### src/logic/acpm_pkg.sv
// package for the per-channel converter mode controller
// assumes one master clock domain; all mode bits arrive as plain ports
package acpm_pkg;
    localparam int NUM_CH = 4;
    localparam int DATA_W = 24;
    localparam int QUANT_W = 4;
    // quantizer pattern forced on hold and hard reset
    localparam logic [3:0] QUANT_DEFAULT = 4'h3;
    // reset values of the mode bits, then the all-channels mask
    localparam logic [3:0] SOFT_HOLD_RST = 4'h0;
    localparam logic [3:0] SHUTDOWN_RST = 4'h0;
    localparam logic [3:0] ALL_CH = 4'hF;
    // default decimation settling, in master clock cycles
    localparam int SETTLE_CYC = 16;
    localparam int SETTLE_W = 16;

    typedef struct packed {
        logic [NUM_CH-1:0] soft_hold;
        logic [NUM_CH-1:0] shutdown;
        logic ext_reference_select;
        logic ext_clock_select;
    } acpm_mode_s;

    typedef struct packed {
        logic core_clk_en;
        logic input_clk_en;
        logic ref_en;
        logic supply_mon_en;
        logic full_shutdown;
        logic if_reset;
    } acpm_power_s;

    typedef enum logic [1:0] {
        ACPM_OFF = 2'b00,
        ACPM_HOLD = 2'b01,
        ACPM_SETTLE = 2'b10,
        ACPM_RUN = 2'b11
    } acpm_ch_e;

    typedef struct packed {
        acpm_ch_e st;
        logic [SETTLE_W-1:0] cnt;
        logic [DATA_W-1:0] data;
        logic [QUANT_W-1:0] quant;
        logic drdy;
    } acpm_ch_s;
endpackage
### src/logic/acpm_ctrl.sv
// per-channel soft hold, shutdown, hard reset and full shutdown control
// assumes the filter, modulator and phase block sit outside; the phase block
// gives one common sample strobe per channel that already carries its delay

// Overview of operation
// soft hold runs converter, forces result zero
// soft hold entry forces quantizer to 0011
// channels independent; mode bits never altered here
// no data-ready pulses while in soft hold
// results valid after filter settling on exit
// hold exit keeps phase, realigns to others
// single channel hold/shutdown keeps clock running
// all held: gate core clock, auto restore
// all held: input structure clock stays on
// hard reset from pin or power-on detect
// hard reset clears data, filters, quantizers
// interface held in reset during hard reset
// leaving shutdown: enable, first pulse after settling
// host discards results within 1 ms plus settling
// shutdown only through four mode bits
// shutdown gives zero data, no pulses
// shutdown exit keeps phase, realigns to others
// all shut down: gate input and core clocks
// full shutdown: all clocks, reference, monitors off
// full shutdown keeps programmed register contents
// serial interface stays up in full shutdown
// any bit cleared re-enables supply monitors
// bit n controls channel n
module acpm_ctrl #(
    parameter int SETTLE = acpm_pkg::SETTLE_CYC
) (
    input wire logic mclk,
    input wire logic rst_n,
    input wire logic clear_n,
    input wire logic por_active,
    input wire acpm_pkg::acpm_mode_s mode,
    input wire logic [acpm_pkg::NUM_CH-1:0] sample_stb,
    input wire logic [acpm_pkg::NUM_CH*acpm_pkg::DATA_W-1:0] filt_data,
    input wire logic [acpm_pkg::NUM_CH*acpm_pkg::QUANT_W-1:0] mod_quant,
    output logic [acpm_pkg::NUM_CH*acpm_pkg::DATA_W-1:0] ch_data,
    output logic [acpm_pkg::NUM_CH*acpm_pkg::QUANT_W-1:0] modulator_output_register,
    output logic [acpm_pkg::NUM_CH-1:0] ch_drdy,
    output logic [acpm_pkg::NUM_CH-1:0] ch_active,
    output acpm_pkg::acpm_power_s power
);
    localparam int NC = acpm_pkg::NUM_CH;
    localparam int DW = acpm_pkg::DATA_W;
    localparam int QW = acpm_pkg::QUANT_W;
    localparam logic [acpm_pkg::SETTLE_W-1:0] SETTLE_LAST =
        acpm_pkg::SETTLE_W'(SETTLE - 1);

    typedef struct packed {
        acpm_pkg::acpm_ch_s [NC-1:0] ch;
        acpm_pkg::acpm_power_s pwr;
    } acpm_state_s;

    acpm_state_s state_q;
    acpm_state_s state_d;
    logic hard_rst;
    logic all_shut;
    logic all_held;
    logic full_sd;

    // ------------------------------------------------------------
    // hard reset and chip-wide power decisions
    // ------------------------------------------------------------
    // pin or power-on detect
    assign hard_rst = !clear_n || por_active;
    // only the shutdown field steers shutdown
    assign all_shut = (mode.shutdown == acpm_pkg::ALL_CH);
    // a channel in shutdown also counts as not converting
    assign all_held = ((mode.soft_hold | mode.shutdown) == acpm_pkg::ALL_CH);
    // full shutdown condition
    assign full_sd = all_shut && mode.ext_reference_select && mode.ext_clock_select;

    always_comb begin
        state_d = state_q;
        // core clock runs while any channel converts
        // all held: core clock gated, restored on any resume
        state_d.pwr.core_clk_en = !all_held;
        // input clock stays on under hold
        // all shut down: input clock gated too
        state_d.pwr.input_clk_en = !all_shut;
        state_d.pwr.full_shutdown = full_sd;
        // reference off in full shutdown only
        state_d.pwr.ref_en = !full_sd;
        // monitors back as soon as any bit clears
        state_d.pwr.supply_mon_en = !full_sd;
        // interface held in reset; not for full shutdown
        state_d.pwr.if_reset = hard_rst;
        for (int i = 0; i < NC; i++) begin
            state_d.ch[i].drdy = 1'b0;
            // bit i steers channel i
            // shutdown wins: zero data, no pulses
            if (mode.shutdown[i]) begin
                state_d.ch[i].st = acpm_pkg::ACPM_OFF;
                state_d.ch[i].data = '0;
                state_d.ch[i].quant = acpm_pkg::QUANT_DEFAULT;
                state_d.ch[i].cnt = '0;
            // hold: result forced to zero
            end else if (mode.soft_hold[i]) begin
                state_d.ch[i].st = acpm_pkg::ACPM_HOLD;
                state_d.ch[i].data = '0;
                // quantizer pattern on hold
                state_d.ch[i].quant = acpm_pkg::QUANT_DEFAULT;
                state_d.ch[i].cnt = '0;
            end else begin
                // modulator keeps running and updating its output
                state_d.ch[i].quant = mod_quant[i*QW +: QW];
                case (state_q.ch[i].st)
                    acpm_pkg::ACPM_OFF,
                    acpm_pkg::ACPM_HOLD: begin
                        // enabled, filter settling begins
                        state_d.ch[i].st = acpm_pkg::ACPM_SETTLE;
                        state_d.ch[i].cnt = '0;
                    end
                    acpm_pkg::ACPM_SETTLE: begin
                        // valid after settling time
                        if (state_q.ch[i].cnt >= SETTLE_LAST) begin
                            state_d.ch[i].st = acpm_pkg::ACPM_RUN;
                        end else begin
                            state_d.ch[i].cnt = state_q.ch[i].cnt + 1'b1;
                        end
                    end
                    acpm_pkg::ACPM_RUN: begin
                        // common phase strobe realigns returning channel
                        if (sample_stb[i]) begin
                            state_d.ch[i].data = filt_data[i*DW +: DW];
                            state_d.ch[i].drdy = 1'b1;
                        end
                    end
                    default: begin
                        state_d.ch[i].st = acpm_pkg::ACPM_OFF;
                    end
                endcase
            end
            // hard reset clears data, filter state, quantizers
            if (hard_rst) begin
                state_d.ch[i].st = acpm_pkg::ACPM_SETTLE;
                state_d.ch[i].cnt = '0;
                state_d.ch[i].data = '0;
                state_d.ch[i].quant = acpm_pkg::QUANT_DEFAULT;
                state_d.ch[i].drdy = 1'b0;
            end
        end
    end

    // ------------------------------------------------------------
    // state register
    // ------------------------------------------------------------
    // mode bits live outside; full shutdown never clears them
    always_ff @(posedge mclk or negedge rst_n) begin
        if (!rst_n) begin
            for (int i = 0; i < NC; i++) begin
                state_q.ch[i] <= '{st: acpm_pkg::ACPM_SETTLE, cnt: '0, data: '0,
                                   quant: acpm_pkg::QUANT_DEFAULT, drdy: 1'b0};
            end
            state_q.pwr <= '{core_clk_en: 1'b1, input_clk_en: 1'b1, ref_en: 1'b1,
                             supply_mon_en: 1'b1, full_shutdown: 1'b0, if_reset: 1'b1};
        end else begin
            state_q <= state_d;
        end
    end

    // ------------------------------------------------------------
    // outputs
    // ------------------------------------------------------------
    // pulses only from running channels
    for (genvar g = 0; g < NC; g++) begin : g_out
        assign ch_data[g*DW +: DW] = state_q.ch[g].data;
        assign modulator_output_register[g*QW +: QW] = state_q.ch[g].quant;
        assign ch_drdy[g] = state_q.ch[g].drdy;
        assign ch_active[g] = (state_q.ch[g].st == acpm_pkg::ACPM_RUN);
    end
    assign power = state_q.pwr;
endmodule

### config.mk
export PLATFORM = sky130hd
export DESIGN_NAME = acpm_ctrl
export DESIGN_NICKNAME = d
export VERILOG_FILES = /design/src/logic/acpm_pkg.sv /design/src/logic/acpm_ctrl.sv
export SDC_FILE = /design/constraint.sdc
export NUM_CORES = 1
export LEC_CHECK = 0
export ABC_CLOCK_PERIOD_IN_PS = 2260
export BUFFER_PORTS_ARGS = -buffer_cell sky130_fd_sc_hd__buf_4
export CAP_MARGIN = 10
export CORE_AREA = 5 5 132 229
export CTS_CLUSTER_DIAMETER = 120
export CTS_CLUSTER_SIZE = 28
export DETAILED_ROUTE_END_ITERATION = 10
export DIE_AREA = 0 0 137 234
export PLACE_DENSITY_LB_ADDON = 0.2
export SLEW_MARGIN = 20
export SYNTH_ARGS = -nofsm -noshare
export SYNTH_HDL_FRONTEND = slang
export SYNTH_SLANG_ARGS = --single-unit
### constraint.sdc
create_clock -name mclk -period 2.26 [get_ports mclk]
set_input_delay 0.565 -clock mclk [delete_from_list [all_inputs] [get_ports mclk]]
set_output_delay 0.565 -clock mclk [all_outputs]
set_load 0.01 [all_outputs]
# Yosys cells after proc, flatten, opt, wreduce, memory -nomap -nowiden
# Cells that the tools add are included.
# word_totals
ff_bits	193
latch_bits	0
ram_bits	0
mem_bits_ro	0
wordCells	143
n_memories	0
# classes
addsub	4
n_mul	0
div	0
magnitude_cmp	4
eq_ne	22
shift	0
muxes	48
n_bitwise	1
reduce_logical	39
# op_table
operator	n
46-bit two-way mux	8
24-bit two-way mux	8
47-bit two-way mux	4
18-bit case mux with 2 select lines	4
16-bit by 1-bit adder with 16-bit output, second input constant	4
16-bit by 4-bit >= comparator with 1-bit output, second input constant	4
16-bit two-way mux	4
5-bit inequality test, second input constant	8
4-bit nonzero test	8
2-bit AND reduction	12
5-bit nonzero test	4
2-bit == test, second input constant	8
1-bit two-way mux	16
2-bit by 1-bit == test with 1-bit output, second input constant	4
4-bit == test, second input constant	2
2-bit zero test	4
2-bit two-way mux	4
2-bit OR reduction	4
1-bit zero test	4
4-bit OR	1
1-bit logical AND	2
1-bit logical OR	1

# Longest topological paths before layout
# depth
depth_word	6
ltp_mapped	6

# Least setup slack after synthesis
# Ideal clock, no wire load.
# synth_path
kind	in2reg
from	in mode[9] in the netlist's numbering
to	reg state_q (netlist bit ch_data[77])
arrival_ns	1.684
setup_slack_ns	0.511
cell_stages	6
path_cell_list	nor4b_4 > and2_1 > and3_1 > buf_4 > buf_6 > a22o_1
# synth_via
elab_chain_len	3
# synth_rtl
item	line	text
start: declaration	acpm_ctrl.sv:36	input wire acpm_pkg::acpm_mode_s mode,
46-bit two-way mux	acpm_ctrl.sv:101	end else if (mode.soft_hold[i]) begin
46-bit two-way mux	acpm_ctrl.sv:95	if (mode.shutdown[i]) begin
47-bit two-way mux	acpm_ctrl.sv:138	if (hard_rst) begin
end signal: assignment	acpm_ctrl.sv:161	state_q <= state_d;
end: declaration	acpm_ctrl.sv:57	acpm_state_s state_q;
# Parallel ways exist; a longest one is shown, timed or not.
# A chain may end at the register's enable or synchronous reset.

# Worst setup path after layout
# layout_path
from	reg state_q[99] in the netlist's numbering
to	out ch_active[1] in the netlist's numbering
# layout_via
elab_chain_len	1
# layout_rtl
item	line	text
2-bit == test	acpm_ctrl.sv:173	assign ch_active[g] = (state_q.ch[g].st == acpm_pkg::ACPM_RUN);
end: declaration	acpm_ctrl.sv:43	output logic [acpm_pkg::NUM_CH-1:0] ch_active,
# Every way passes these cells.

==> out/results.txt <==
Global-route wire length before repair: 33800 µm
Worst Reg-to-Reg Cells: 4
Yosys cell types: 44
Status: completed
Max-slew violations: 0
Most common library cells after synthesis: dfrtp_1, nand2_1, buf_4, a21oi_1, and3_1
Cell with the most instances after synthesis: dfrtp_1
Setup repair bufs after CTS: 0
CTS tree: done
Share of layout cells above drive strength 1: 35.3%
Reg2reg setup slack: 0.42 ns
Final setup fails: 0
Final Worst Setup Slack: 0.225 ns
Syn. warnings: 0
Final nets: 1073
Crit path largest cell delay: 0.70 ns
H-tree Lvls: 4
Leakage dissipation: 5.11 nW
Net Count, Synth: 933
Iteration-0 DRC Markers: 285
Worst-skew pair later-pin latency: 0.44 ns
Root buf cell: clkbuf_16
Final Hold Fails: 0
Min Tclk post-route: 2.04 ns
PostCTS Resize Cnt: 0
Cell Pwr Density: 653 nW/µm²
Vert. Die Dim: 234 µm
Initial antenna violation count: 2
Crit path kind: reg2out
DRC Markers: 0
Clock buffer depth: 2
Vias per inst: 4.42
Total power: 6.82 mW
Synth area leader: dfrtp_1
Crit start category: register
CP max-delay cell: dfstp_2
Met3 Wirelength: 1180 µm
Largest net degree at the start of global routing: 54
Pre-CTS setup slack: 0.277 ns
EDFF count, synth: 0
WL/cell: 16.4 µm
GP Congestion: 0.765
Pre-Repair DR Iteration Count: 4
Top post-synthesis cells by area: dfrtp_1, buf_4, nand2_1, dfstp_2, a21oi_1
Avg Cell Area, Syn: 10.4 µm²
Gate Count Post-Synth: 799
GRT Resource Usage Total: 13.8%
RR Startpoint: state_q[98]
Starting density of the core: 29.5%
Critical path endpoint category: output pin
Unrepaired setup endpoints after global routing: no
Worst slew pin tran: 0.520 ns
CTS buffer count: 17
Final worst-path cycle share: 90.1%
Synth Register Bits: 193
Cell Chain, Critical Path: and2_2 -> buf_4
Family with the most delay on the worst path: flip-flops
Critical path arrival: 1.47 ns
Total number of vias: 5889
Final WL: 21800 µm
Worst path bufs/invs: 1
Core area: 28200 µm²
CP Data Required Time: 1.69 ns
Die area: 32100 µm²
Met1 wire length: 8460 µm
Width of the die: 137 µm
Max Cap Violations: 0
Worst vdd ir: 0.000506 V
Fmax achieved: 491 MHz
Leading register cell type out of synthesis: dfrtp_1
Reg-to-Reg End: state_q[84]
Layout Skew: 0.0101 ns
Highest metal used: met5
Synth top area share: 53.2%
CTS clock-pin slew for the worst setup and hold paths: 0.07 ns
Placed Area: 9890 µm²
# fillers: 2902
Cts hold-fix bufs: 0
ANT nets after route: 0
Ys async rst share: 100%
Seq/Total Area, Yosys: 58.2%
Met2 Routed Length: 11600 µm
Synthesized area: 8330 µm²
Setup_tns: 0 ns
Final HPWL DP: 15800 µm
CP max FO: 18
Clock sinks: 193
Post-Layout Inst Area: 10400 µm²
Worst Hold Class: in2async
GR Overflow Total: 0
CP Depth: 2
Row count: 82
I/O Buffers: 255
Vias in the first global route: 6104
I/O pin cnt: 256
Layout area overhead: 25.3%
Slew HR: 65.3%
## worst max path at each step
| stage | startpoint | endpoint | slack [ns] |
|---|---|---|---|
| after global routing | state_q[146] | ch_active[2] | 0.14 |
| after detailed placement | mode[9] | ch_data[82] | 0.28 |
| final | state_q[99] | ch_active[1] | 0.22 |
| after global placement | mode[9] | ch_data[94] | 0.29 |
| after floorplan | mode[9] | ch_data[77] | 0.51 |
| after CTS | state_q[99] | ch_active[1] | 0.19 |
## where the power goes
group          internal, mW  total, mW  switching [mW]
Sequential             3.48       3.50          0.0221
Clock                  1.58       2.92            1.34
Combinational         0.205      0.401           0.196
Total                  5.26       6.82            1.56
## flip-flops by register name, indices dropped and copies added, names as in the netlist
register and cells:
ch_data 96, ch_drdy 4, modulator_output_register 16, power 5, state_q 72
## cell type report
type / instances / area [µm²] / area share, %
inverter: 11 / 41.3 / 0.395
clock buffer: 23 / 468 / 4.48
antenna: 1 / 2.50 / 0.0240
sequential: 193 / 4850 / 46.4
clock inverter: 9 / 82.6 / 0.791
tap: 378 / 473 / 4.53
timing repair buffer: 278 / 2160 / 20.6
multi-input combinational: 438 / 2370 / 22.7
## cells by family after synthesis
group | Yosys count | share of synthesized area (%)
flops | 193 | 58.2
buf+inv | 168 | 13.4
simple gates | 293 | 17.6
fa+ha+maj | 4 | 0.601
compound gates | 141 | 10.3
## metrics by stage
stage                     std cells  util (%)  hold WS, ns
final                          1331      37.0       0.0740
after global routing           1330      37.0        0.102
after CTS                      1330      37.0       0.0867
after detailed placement       1298      35.0        0.482
after global placement         1298      35.0        0.484
after floorplan                 799         -        0.269
## layout by cell type (no fill, tap or decap), types with 2 or more instances in the layout
cell type   count
or4_1           6
nor4_1          6
buf_12          5
dfrtp_1       177
and2_1         15
clkinvlp_4      2
nor2_1         11
nor4_2          2
clkbuf_1        4
nand3_1        12
clkbuf_8        3
dfstp_2        16
inv_6           2
buf_4         272
and3_1         51
ha_1            4
clkinv_2        4
inv_1          10
a21oi_1        83
a22o_1         24
o31ai_1         9
nor3_1          4
nor4b_2         2
clkbuf_16      17
or3_1           4
a211oi_1        4
nand2_1       160
nand2b_1        8
o21ai_0        13
o211ai_1        3
## routing by layer
metal	vias up	track usage (%)
met3	28	3.52
li1	2855	-
met2	152	24.3
met4	4	5.74
met5	-	0
met1	2850	15.8
(Power assumes the default switching activity.)
